<file path="config.mk">
export PLATFORM = sky130hd
export DESIGN_NAME = dcit_timer
export DESIGN_NICKNAME = d
export VERILOG_FILES = /design/src/common/dcit_pkg.sv /design/src/design/dcit_edge_sync.sv /design/src/design/dcit_timer.sv
export SDC_FILE = /design/constraint.sdc
export NUM_CORES = 1
export LEC_CHECK = 0
export BUFFER_PORTS_ARGS = -buffer_cell sky130_fd_sc_hd__buf_2
export CAP_MARGIN = 20
export CORE_AREA = 2 2 109 153
export CTS_BUF_LIST = sky130_fd_sc_hd__clkbuf_2 sky130_fd_sc_hd__clkbuf_4 sky130_fd_sc_hd__clkbuf_8
export CTS_CLUSTER_SIZE = 28
export DETAILED_ROUTE_END_ITERATION = 12
export DIE_AREA = 0 0 111 155
export HOLD_SLACK_MARGIN = 0.1
export PLACE_DENSITY = 0.68
export SLEW_MARGIN = 25
export SYNTH_ARGS = -nofsm -noshare
export SYNTH_HDL_FRONTEND = slang
export SYNTH_SLANG_ARGS = --single-unit
</file>
<file path="constraint.sdc">
create_clock -name clk_in -period 2.8 [get_ports clk_in]
set_input_delay 0.28 -clock clk_in [delete_from_list [all_inputs] [get_ports clk_in]]
set_output_delay 0.28 -clock clk_in [all_outputs]
set_load 0.005 [all_outputs]
</file>
<file path="src/common/dcit_pkg.sv">
// package for the down counting interval timer: register map, field layout, reset values
// assumes a 32-bit avalon-mm slave port on the 10 MHz main clock
package dcit_pkg;
  // ==========================================================================
  // register byte offsets
  localparam logic [3:0] DCIT_OFS_COUNT = 4'h0; // timer_count_value, read only
  localparam logic [3:0] DCIT_OFS_PERIOD = 4'h4; // timer_period_value
  localparam logic [3:0] DCIT_OFS_CTRL = 4'h8; // timer_control_register
  localparam logic [3:0] DCIT_OFS_PRESCALE = 4'hc; // tick_prescale_counter divide value
  // ==========================================================================
  // control register fields
  localparam int DCIT_CTRL_RUN_BIT = 0;
  localparam int DCIT_CTRL_RELOAD_BIT = 1; // counter_reload_request, self clearing
  localparam int DCIT_CTRL_SRC_LSB = 4; // two bit source select
  localparam int DCIT_CTRL_OVF_BIT = 8; // overflow flag, write one to clear
  localparam int DCIT_CTRL_MASK_BIT = 9; // interrupt mask, one enables
  // ==========================================================================
  // reset values
  localparam logic [31:0] DCIT_PERIOD_RST = 32'hffff_ffff;
  localparam logic [15:0] DCIT_PRESCALE_RST = 16'h0000;
  localparam logic [1:0] DCIT_SRC_RST = 2'h0;
  localparam logic DCIT_RUN_RST = 1'b1;
  localparam logic DCIT_MASK_RST = 1'b0;
  localparam logic [31:0] DCIT_UNMAPPED_DATA = 32'h0000_0000;

  // clock source choices
  typedef enum logic [1:0] {
    DCIT_SRC_SYSTEM = 2'h0,
    DCIT_SRC_INTOSC_ONE = 2'h1,
    DCIT_SRC_INTOSC_TWO = 2'h2,
    DCIT_SRC_CRYSTAL = 2'h3
  } dcit_src_t;

  // avalon request carrier
  typedef struct packed {
    logic [3:0] address;
    logic read;
    logic write;
    logic [31:0] writedata;
  } dcit_req_t;
endpackage

</file>
<file path="src/design/dcit_edge_sync.sv">
// two flop synchroniser plus rising edge detect for an oscillator tick source
// assumes the oscillator is slower than half of clk_in
`timescale 1ns/100ps
module dcit_edge_sync (
  // clock and reset
  input wire logic clk_in,
  input wire logic rst_b_in,
  // asynchronous level in, single cycle tick out
  input wire logic async_in,
  output logic rise_out
);
  logic meta_reg;
  logic sync_reg;
  logic last_reg;

  // ==========================================================================
  // first flop feeds only the second flop
  always_ff @(posedge clk_in or negedge rst_b_in) begin
    if (!rst_b_in) begin
      meta_reg <= 1'b0;
      sync_reg <= 1'b0;
      last_reg <= 1'b0;
      rise_out <= 1'b0;
    end else begin
      meta_reg <= async_in;
      sync_reg <= meta_reg;
      last_reg <= sync_reg;
      rise_out <= sync_reg & ~last_reg;
    end
  end
endmodule // dcit_edge_sync

</file>
<file path="src/design/dcit_timer.sv">
// down counting interval timer with avalon-mm register port
// assumes the three oscillator sources are slow free running clocks, sampled as data
// assumes the bus master holds each request until it sees waitrequest low
// oscillators must run below half of clk_in or their ticks are lost
`timescale 1ns/100ps
module dcit_timer #(
  // prescaler width; divide value and live count share one 32-bit word
  parameter int PRESCALE_W = 16
) (
  // clock and reset
  input wire logic clk_in,
  input wire logic rst_b_in,
  // avalon-mm slave
  input wire logic [3:0] avs_address_in,
  input wire logic avs_read_in,
  input wire logic avs_write_in,
  input wire logic [31:0] avs_writedata_in,
  output logic [31:0] avs_readdata_out,
  output logic avs_waitrequest_out,
  // oscillator tick sources
  input wire logic internal_oscillator_one_in,
  input wire logic internal_oscillator_two_in,
  input wire logic crystal_oscillator_clock_in,
  // interrupt outputs
  output logic timer_irq_pulse_out,
  output logic timer_irq_level_out
);
  import dcit_pkg::*;

  // ==========================================================================
  // elaboration check: each prescale field must fit in half a register word
  if (PRESCALE_W < 1 || PRESCALE_W > 16) begin : g_prescale_w_check
    $error("PRESCALE_W must lie between 1 and 16");
  end

  logic [31:0] timer_count_value_reg;
  logic [31:0] timer_period_value_reg;
  logic [PRESCALE_W-1:0] prescale_div_reg;
  logic [PRESCALE_W-1:0] tick_prescale_counter_reg;
  logic [1:0] src_sel_reg;
  logic run_reg;
  logic reload_req_reg;
  logic ovf_reg;
  logic mask_reg;
  logic ack_reg;
  logic osc1_tick;
  logic osc2_tick;
  logic crystal_oscillator_clock_tick;
  logic src_tick;
  logic prescale_zero;
  logic count_tick;
  logic at_zero;
  logic expire;
  logic [31:0] timer_count_value_next;
  logic wr_hit;
  logic rd_hit;
  logic ctrl_wr;
  logic reload_set;
  logic ovf_clr;
  dcit_req_t req;

  // ==========================================================================
  // helpers
  // true when an accepted access targets the given offset
  function automatic logic reg_hit(input logic hit, input logic [3:0] adr, input logic [3:0] target);
    return hit && (adr == target);
  endfunction

  // widen a prescale field into its 16-bit half of the register word
  function automatic logic [15:0] prescale_field(input logic [PRESCALE_W-1:0] f);
    return 16'(f);
  endfunction

  // ==========================================================================
  // bus side
  assign req = '{address: avs_address_in, read: avs_read_in, write: avs_write_in,
                 writedata: avs_writedata_in};

  // one wait cycle: the request is taken on the edge where waitrequest is low
  // waitrequest is a flop of its own, so the port sees no gate after the ack flop
  // back to back requests each get their own wait cycle
  always_ff @(posedge clk_in or negedge rst_b_in) begin
    if (!rst_b_in) begin
      ack_reg <= 1'b0;
      avs_waitrequest_out <= 1'b1;
    end else begin
      ack_reg <= (req.read | req.write) & ~ack_reg;
      avs_waitrequest_out <= ~((req.read | req.write) & ~ack_reg);
    end
  end

  // accepted writes, the first-cycle read capture and the control write decodes that several registers use
  assign wr_hit = req.write & ack_reg;
  assign rd_hit = req.read & ~ack_reg;
  assign ctrl_wr = reg_hit(wr_hit, req.address, DCIT_OFS_CTRL);
  assign reload_set = ctrl_wr & req.writedata[DCIT_CTRL_RELOAD_BIT];
  assign ovf_clr = ctrl_wr & req.writedata[DCIT_CTRL_OVF_BIT];

  // read data registered so it stands at the accepting edge
  function automatic logic [31:0] read_mux(input logic [3:0] adr);
    logic [31:0] d;
    d = DCIT_UNMAPPED_DATA;
    case (adr)
      DCIT_OFS_COUNT: d = timer_count_value_reg;
      DCIT_OFS_PERIOD: d = timer_period_value_reg;
      DCIT_OFS_CTRL: begin
        d[DCIT_CTRL_RUN_BIT] = run_reg;
        d[DCIT_CTRL_RELOAD_BIT] = reload_req_reg;
        d[DCIT_CTRL_SRC_LSB +: 2] = src_sel_reg;
        d[DCIT_CTRL_OVF_BIT] = ovf_reg;
        d[DCIT_CTRL_MASK_BIT] = mask_reg;
      end
      DCIT_OFS_PRESCALE: d = {prescale_field(tick_prescale_counter_reg), prescale_field(prescale_div_reg)};
      default: d = DCIT_UNMAPPED_DATA;
    endcase
    return d;
  endfunction

  // read data is captured on the first request cycle and holds until the next read
  always_ff @(posedge clk_in or negedge rst_b_in) begin
    if (!rst_b_in) begin
      avs_readdata_out <= DCIT_UNMAPPED_DATA;
    end else if (rd_hit) begin
      avs_readdata_out <= read_mux(req.address);
    end
  end

  // ==========================================================================
  // configuration registers, one process per field group
  // a new period is used at the next reload or wrap, not mid count
  // period register
  always_ff @(posedge clk_in or negedge rst_b_in) begin
    if (!rst_b_in) begin
      timer_period_value_reg <= DCIT_PERIOD_RST;
    end else if (reg_hit(wr_hit, req.address, DCIT_OFS_PERIOD)) begin
      timer_period_value_reg <= req.writedata;
    end
  end

  always_ff @(posedge clk_in or negedge rst_b_in) begin
    if (!rst_b_in) begin
      prescale_div_reg <= PRESCALE_W'(DCIT_PRESCALE_RST);
    end else if (reg_hit(wr_hit, req.address, DCIT_OFS_PRESCALE)) begin
      prescale_div_reg <= req.writedata[PRESCALE_W-1:0];
    end
  end

  // a source change mid count keeps the partial prescale count
  // source select
  always_ff @(posedge clk_in or negedge rst_b_in) begin
    if (!rst_b_in) begin
      src_sel_reg <= DCIT_SRC_RST;
    end else if (ctrl_wr) begin
      src_sel_reg <= req.writedata[DCIT_CTRL_SRC_LSB +: 2];
    end
  end

  // run enable and interrupt mask, both written with the control word
  always_ff @(posedge clk_in or negedge rst_b_in) begin
    if (!rst_b_in) begin
      run_reg <= DCIT_RUN_RST;
      mask_reg <= DCIT_MASK_RST;
    end else if (ctrl_wr) begin
      run_reg <= req.writedata[DCIT_CTRL_RUN_BIT];
      mask_reg <= req.writedata[DCIT_CTRL_MASK_BIT];
    end
  end

  // ==========================================================================
  // tick sources
  // each oscillator passes two synchroniser flops and an edge flop, so a tick trails its edge by three clocks
  dcit_edge_sync u_osc1 (
    .clk_in(clk_in),
    .rst_b_in(rst_b_in),
    .async_in(internal_oscillator_one_in),
    .rise_out(osc1_tick)
  );
  dcit_edge_sync u_osc2 (
    .clk_in(clk_in),
    .rst_b_in(rst_b_in),
    .async_in(internal_oscillator_two_in),
    .rise_out(osc2_tick)
  );
  dcit_edge_sync u_crystal_oscillator_clock (
    .clk_in(clk_in),
    .rst_b_in(rst_b_in),
    .async_in(crystal_oscillator_clock_in),
    .rise_out(crystal_oscillator_clock_tick)
  );

  // four way tick select
  // every code is decoded, so the default branch only guards unknowns
  always_comb begin
    case (dcit_src_t'(src_sel_reg))
      DCIT_SRC_SYSTEM: src_tick = 1'b1;
      DCIT_SRC_INTOSC_ONE: src_tick = osc1_tick;
      DCIT_SRC_INTOSC_TWO: src_tick = osc2_tick;
      DCIT_SRC_CRYSTAL: src_tick = crystal_oscillator_clock_tick;
      default: src_tick = 1'b0;
    endcase
  end

  // prescaler counts source ticks
  // divide value P gives one count tick per P+1 source ticks
  always_ff @(posedge clk_in or negedge rst_b_in) begin
    if (!rst_b_in) begin
      tick_prescale_counter_reg <= PRESCALE_W'(DCIT_PRESCALE_RST);
    end else if (reload_req_reg) begin
      tick_prescale_counter_reg <= prescale_div_reg;
    end else if (run_reg && src_tick) begin
      if (prescale_zero) begin
        tick_prescale_counter_reg <= prescale_div_reg;
      end else begin
        tick_prescale_counter_reg <= tick_prescale_counter_reg - PRESCALE_W'(1);
      end
    end
  end

  // a reload cycle swallows any tick that lands on it
  assign prescale_zero = (tick_prescale_counter_reg == '0);
  assign count_tick = run_reg & src_tick & prescale_zero & ~reload_req_reg;
  assign at_zero = (timer_count_value_reg == 32'h0000_0000);
  assign expire = count_tick & at_zero;

  // ==========================================================================
  // reload request: set by software, cleared once the load is done
  // the request comes up out of reset so the reset period loads before any tick
  // reload request
  always_ff @(posedge clk_in or negedge rst_b_in) begin
    if (!rst_b_in) begin
      reload_req_reg <= 1'b1; // load the period right after reset
    end else begin
      reload_req_reg <= reload_set;
    end
  end

  // next count: reload and wrap both take the period, a tick takes one off
  // a reload wins over a tick in the same cycle
  always_comb begin
    timer_count_value_next = timer_count_value_reg;
    if (reload_req_reg) begin
      timer_count_value_next = timer_period_value_reg;
    end else if (count_tick) begin
      if (at_zero) begin
        timer_count_value_next = timer_period_value_reg;
      end else begin
        timer_count_value_next = timer_count_value_reg - 32'h0000_0001;
      end
    end
  end

  // main counter; while run is low it changes only on a reload
  always_ff @(posedge clk_in or negedge rst_b_in) begin
    if (!rst_b_in) begin
      timer_count_value_reg <= 32'h0000_0000;
    end else begin
      timer_count_value_reg <= timer_count_value_next;
    end
  end

  // ==========================================================================
  // overflow flag; a new expiry beats a same cycle write-one clear,
  // so software never misses an event it has not yet seen
  // overflow flag set
  always_ff @(posedge clk_in or negedge rst_b_in) begin
    if (!rst_b_in) begin
      ovf_reg <= 1'b0;
    end else if (expire) begin
      ovf_reg <= 1'b1;
    end else if (ovf_clr) begin
      ovf_reg <= 1'b0;
    end
  end

  always_ff @(posedge clk_in or negedge rst_b_in) begin
    if (!rst_b_in) begin
      timer_irq_pulse_out <= 1'b0;
    end else begin
      timer_irq_pulse_out <= expire;
    end
  end

  // level interrupt: masked flag, plus the expiry so it rises with the pulse
  always_ff @(posedge clk_in or negedge rst_b_in) begin
    if (!rst_b_in) begin
      timer_irq_level_out <= 1'b0;
    end else begin
      timer_irq_level_out <= mask_reg & (ovf_reg | expire);
    end
  end
endmodule // dcit_timer

</file>
==> impl_metrics.env, run 1 <==
export IMPL_status="completed"
export IMPL_area_growth_pct=20.1
export IMPL_p_total_mw=6.65
export IMPL_tritoncts="yes"
export IMPL_path_delay_family="simple AND/OR/NAND/NOR gates"
export IMPL_wl_per_cell_um=21.0
export IMPL_critPathMaxStageDelay_ns=0.61
export IMPL_postRouteAntennaNets=0
export IMPL_portBuffers=77
export IMPL_grt_overflow=0
export IMPL_slowest_stage="or4b_2"
export IMPL_worst_setup_path_start_kind="flop"
export IMPL_antenna_found_initial=0
export IMPL_ys_warn_count=0
export IMPL_syn_nets=776
export IMPL_ios=78
export IMPL_grt_start_max_net_pins=62
export IMPL_crit_buf_inv=2
export IMPL_vias=6487
export IMPL_grt_pass1_vias=6403
export IMPL_grt_usage_pct=26.4
export IMPL_synth_area_sq_mm=0.00772
export IMPL_postCtsSetupBuffers=0
export IMPL_finalCritPeriodShare_pct=94.7
export IMPL_cap_violations=0
export IMPL_drv_slew=0
export IMPL_register_area_sq_mm=0.00380
export IMPL_yosysMostFrequentCell="dfrtp_1"
export IMPL_path_clk_slew_ns=0.10
export IMPL_grt_pass1_wl_um=35300
export IMPL_clock_sinks=150
export IMPL_gp_congestion=0.940
export IMPL_synth_edf_count=0
export IMPL_multiInputGateArea_sq_mm=0.00366
export IMPL_synth_top_area_share_pct=37.3
export IMPL_hold_path_class="in2reg"
export IMPL_antenna_cells=0
export IMPL_drc=0
export IMPL_drt_pass1_iter_count=5
export IMPL_synthArstFlopShare_pct=100
export IMPL_fin_worst_skew_ns=0.0162
export IMPL_r2r_start="timer_count_value_reg[0]"
export IMPL_nets=895
export IMPL_power_density_mw_per_mm2=717
export IMPL_die_height_um=155
export IMPL_p_leak_nw=4.20
export IMPL_ir_drop_mv=0.391
export IMPL_insertion_delay_ns=0.47
export IMPL_arrival_ns=3.05
export IMPL_fin_setup_tns_ns=0
export IMPL_post_cts_resized=0
export IMPL_wirelength_um=22200
export IMPL_hold_start="avs_read_in"
export IMPL_synth_top_area_cell="dfrtp_1"
export IMPL_setup_worst_path_start="timer_count_value_reg[0]"
export IMPL_cts_path_max_buffers=2
export IMPL_setup_violations=0
export IMPL_rsz0062_at_grt="false"
export IMPL_synth_cells=729
export IMPL_rows=55
export IMPL_die_area_sq_mm=0.0172
export IMPL_die_w_um=111
export IMPL_path_max_fanout=10
export IMPL_fin_ws_ns=0.150
export IMPL_worstMarginPinSlew_ns=0.596
export IMPL_cts_root_buf="clkbuf_8"
export IMPL_ys_top_cells_by_count="115 x dfrtp_1, 60 x o21ai_0, 53 x nand2_1"
export IMPL_layout_drive_gt1_share_pct=30.0
export IMPL_h_tree_depth=4
export IMPL_cp_cell_sequence="inv_1 -> ha_1 -> or4b_2 -> nor2_1 -> a41oi_2 -> buf_4 -> nor2_1 -> a221o_1"
export IMPL_path_class="reg2reg"
export IMPL_synth_cell_types=66
export IMPL_max_freq_ghz=0.377
export IMPL_initial_core_util_pct=48.6
export IMPL_viasPerCell=6.12
export IMPL_drt_initial_drc_count=511
export IMPL_synth_seq_area_share_pct=49.2
export IMPL_hold_viol=0
export IMPL_yosys_top_cells_area="dfrtp_1 37%, dfstp_2 12%, mux2_2 7.1%, mux2i_1 5.2%, o21ai_0 3.9%"
export IMPL_dp_hpwl_um=16100
export IMPL_required_ns=3.20
export IMPL_syn_avg_cell_area_sq_um=10.6
export IMPL_cp_end_kind="flop"
export IMPL_cp_common_cell="nor2_1"
export IMPL_fin_crit_ns=2.65
export IMPL_cts_buffers=17
export IMPL_max_slew_margin_rel_pct=60.0
export IMPL_post_place_ws_ns=0.254
export IMPL_nFillCells=1369
export IMPL_coreArea_sq_mm=0.0159
export IMPL_ys_seq_elements=150
export IMPL_ys_flop_type="dfrtp_1"
per-layer routing:
metal	vias to the layer above	wire, um	GRT usage (%)
met3	57	947	4.60
met2	199	11100	45.2
li1	2982	-	-
met5	-	0	0
met1	3249	9400	33.3
met4	0	740	11.0
repair_timing:
| item | in CTS | in global routing |
|---|---|---|
| endpoints found under the hold margin | 99 | 0 |
| setup endpoints to repair | 0 | 0 |
| hold buffers | 36 | 0 |
layout make-up:
class                           instances  share of cell area, %
Clock inverter                         15                   1.82
Tap cell                              199                   2.69
Multi-Input combinational cell        509                   39.5
Inverter                               15                  0.607
Clock buffer                           17                   2.52
Sequential cell                       150                   41.0
Timing Repair Buffer                  155                   11.9
metrics by stage:
stage / cells / util, % / area, sq um / hold slack, ns
4_1_cts: 1060 / 58.3 / 9270 / 0.116
3_5_place_dp: 992 / 53.5 / 8510 / 0.297
6_report: 1060 / 58.3 / 9270 / 0.134
2_1_floorplan: 729 / - / 7720 / -0.0156
3_3_place_gp: 992 / 53.5 / 8510 / 0.300
5_1_grt: 1060 / 58.3 / 9270 / 0.145
where the power goes:
part,switching (mW),internal [mW],total (mW)
logic,0.998,0.797,1.80
registers,0.486,2.64,3.13
clock network,0.912,0.814,1.73
total,2.40,4.26,6.65
logic make-up (layout without fill, tap and decap cells):
family,count (synthesis),count (layout),synth area share [%]
adders and majority gates,4,4,0.648
muxes,95,95,14.1
and+or+nand+nor,217,217,15.2
DFF,150,150,49.2
buffers and inverters,70,202,3.57
AOI/OAI and AO/OA,193,193,17.4
worst min-delay path: cells and delay by family:
| family | cells | cell delay [ns] |
|---|---|---|
| buffers and inverters | 1 | 0.10 |
| AND/OR/NAND/NOR | 2 | 0.17 |
worst paths after layout:
check                           cells past startpoint  slack, ns                                  end
worst max-delay path                                8       0.15             timer_count_value_reg[5]
worst min-delay path                                3       0.13                  avs_waitrequest_out
worst max register to register                      8       0.15             timer_count_value_reg[5]
worst min register to register                      0       0.36  u_crystal_oscillator_clock.sync_reg
max in group asynchronous                           3       1.50           timer_period_value_reg[18]
min in group asynchronous                           2       0.36  u_crystal_oscillator_clock.meta_reg
layout by cell type, fill, tap and decap left out, types with 19 or more instances in the layout:
master           n
nand3_1         19
dlygate4sd3_1   36
nor2_1          31
a21oi_1         34
dfstp_2         35
dfrtp_1        115
nor3_1          30
nand2_1         53
o21ai_0         60
buf_4           39
buf_2           76
mux2i_1         40
a22o_1          32
mux2_2          49
Note: power is estimated with default switching activity, not from simulation.
==> inputs of run 2 (changes only) <==
--- a/config.mk
+++ b/config.mk
@@ -5,15 +5,15 @@
 export SDC_FILE = /design/constraint.sdc
 export NUM_CORES = 1
 export LEC_CHECK = 0
-export BUFFER_PORTS_ARGS = -buffer_cell sky130_fd_sc_hd__buf_2
 export CAP_MARGIN = 20
 export CORE_AREA = 2 2 109 153
 export CTS_BUF_LIST = sky130_fd_sc_hd__clkbuf_2 sky130_fd_sc_hd__clkbuf_4 sky130_fd_sc_hd__clkbuf_8
+export CTS_CLUSTER_DIAMETER = 150
 export CTS_CLUSTER_SIZE = 28
 export DETAILED_ROUTE_END_ITERATION = 12
 export DIE_AREA = 0 0 111 155
+export DONT_BUFFER_PORTS = 1
 export HOLD_SLACK_MARGIN = 0.1
-export PLACE_DENSITY = 0.68
 export SLEW_MARGIN = 25
 export SYNTH_ARGS = -nofsm -noshare
 export SYNTH_HDL_FRONTEND = slang
==> constraint.sdc (replaced) <==
create_clock -name clk_in -period 2.72 [get_ports clk_in]
set_input_delay 0.272 -clock clk_in [delete_from_list [all_inputs] [get_ports clk_in]]
set_output_delay 0.272 -clock clk_in [all_outputs]
set_load 0.005 [all_outputs]
==> impl_metrics.env, run 2 (synthesis gave the netlist of run 1 again) <==
export IMPL_status="complete, but fails checks"
export IMPL_violations="negative hold slack"
export IMPL_wirelength_um=22300
export IMPL_path_class="reg2reg"
export IMPL_drv_slew=0
export IMPL_grt_start_max_net_pins=151
export IMPL_cp_cell_sequence="or4_1 -> nor3_2 -> a41o_1 -> buf_4 -> o21ai_0 -> a221o_1"
export IMPL_hold_path_class="in2async"
export IMPL_grt_pass1_vias=6159
export IMPL_r2r_slack_ns=0.13
export IMPL_max_freq_ghz=0.385
export IMPL_die_height_um=155
export IMPL_ios=78
export IMPL_path_clk_slew_ns=0.09
export IMPL_fin_crit_ns=2.59
export IMPL_most_common_layout_cells="115 x dfrtp_1, 60 x o21ai_0, 53 x nand2_1"
export IMPL_portBuffers=0
export IMPL_drc=0
export IMPL_worst_setup_path_start_kind="flop"
export IMPL_cp_end_kind="flop"
export IMPL_grt_overflow=0
export IMPL_coreArea_sq_mm=0.0159
export IMPL_clock_sinks=150
export IMPL_rows=55
export IMPL_fin_worst_skew_ns=0.0159
export IMPL_power_density_mw_per_mm2=754
export IMPL_drt_initial_drc_count=537
export IMPL_rsz0062_at_grt="false"
export IMPL_setup_violations=0
export IMPL_dp_hpwl_um=15700
export IMPL_cap_violations=0
export IMPL_die_area_sq_mm=0.0172
export IMPL_antenna_cells=0
export IMPL_final_common_cell="dfrtp_1"
export IMPL_cts_root_buf="clkbuf_8"
export IMPL_initial_core_util_pct=48.6
export IMPL_fin_ws_ns=0.126
export IMPL_antenna_found_initial=0
export IMPL_cts_buffers=17
export IMPL_post_route_cell_area_sq_mm=0.00886
export IMPL_hold_viol=150
export IMPL_worstMarginPinSlew_ns=0.988
export IMPL_h_tree_depth=4
export IMPL_hold_worst_slack_ns=-0.500
export IMPL_layout_drive_gt1_share_pct=22.5
export IMPL_gp_congestion=0.899
export IMPL_critPathMaxStageDelay_ns=0.66
export IMPL_grt_usage_pct=26.5
export IMPL_slowest_stage="or4_1"
export IMPL_insertion_delay_ns=0.47
export IMPL_reg2reg_to="timer_count_value_reg[8]"
export IMPL_grt_pass1_wl_um=35200
export IMPL_path_delay_family="simple AND/OR/NAND/NOR gates"
export IMPL_nets=817
export IMPL_postRouteAntennaNets=0
export IMPL_arrival_ns=2.94
export IMPL_drt_pass1_iter_count=5
export IMPL_required_ns=3.07
export IMPL_tritoncts="yes"
export IMPL_setup_worst_path_start="timer_count_value_reg[7]"
export IMPL_post_place_ws_ns=0.0774
export IMPL_crit_buf_inv=1
export IMPL_worstRegToRegCells=6
export IMPL_area_growth_pct=14.7
export IMPL_placed_area_sq_mm=0.00804
export IMPL_wl_per_cell_um=22.7
export IMPL_nFillCells=1418
export IMPL_r2r_start="timer_count_value_reg[7]"
export IMPL_ir_drop_mv=0.504
export IMPL_path_max_fanout=17
export IMPL_fin_setup_tns_ns=0
export IMPL_max_slew_margin_rel_pct=34.1
export IMPL_die_w_um=111
export IMPL_p_leak_nw=3.84
export IMPL_cts_path_max_buffers=2
export IMPL_finalCritPeriodShare_pct=95.4
export IMPL_vias=6192
export IMPL_hold_buffers=41
export IMPL_viasPerCell=6.31
## run 2: worst reg2reg max path, cell delays in order, from the launching register on
cell and delay (ns):
dfrtp_1 0.46, or4_1 0.66, nor3_2 0.43, a41o_1 0.27, buf_4 0.23, o21ai_0 0.13
a221o_1 0.31
## run 2: metrics by stage
stage	power, mW	utilization, %	cells
floorplan	4.29	-	729
global placement	4.82	50.6	908
detailed placement	4.88	50.6	908
CTS	6.70	55.6	981
global route	7.02	55.7	982
finish	6.68	55.7	982
## run 2: layout make-up
type	count	area, sq um	area share, %
tap	199	249	2.81
multi-input combinational	509	3670	41.4
timing repair buffer	77	693	7.83
clock buffer	18	241	2.73
clock inverter	14	150	1.70
inverter	15	56.3	0.636
sequential	150	3800	42.9
## run 2: timing repair
| action | 4_1_cts | 5_1_grt |
|---|---|---|
| hold endpoints to repair | 226 | 150 |
| buffers inserted | 0 | 1 |
| gates resized for setup | 0 | 2 |
| setup endpoints to repair | 0 | 10 |
## run 2: power by group
| group | switching [mW] | internal [mW] |
|---|---|---|
| sequential | 0.528 | 2.72 |
| combinational | 0.912 | 0.767 |
| clock | 0.912 | 0.836 |
| total | 2.35 | 4.33 |
## run 2: worst max path at each step
stage	end	slack (ns)	depth (start not counted)
detailed placement	timer_irq_level_out	0.08	8
floorplan	timer_count_value_reg[12]	0.30	8
global route	timer_count_value_reg[31]	0.02	7
finish	timer_count_value_reg[8]	0.13	6
global placement	timer_irq_level_out	0.17	8
CTS	timer_irq_level_out	0.05	8
## run 2: layer usage
metal / vias to the layer above / track usage (%) / part of all wire [%]
met5: - / 0 / 0
met4: 0 / 11.1 / 3.3
met3: 48 / 5.14 / 3.9
met2: 173 / 44.5 / 50
met1: 3141 / 33.6 / 43
li1: 2830 / - / -
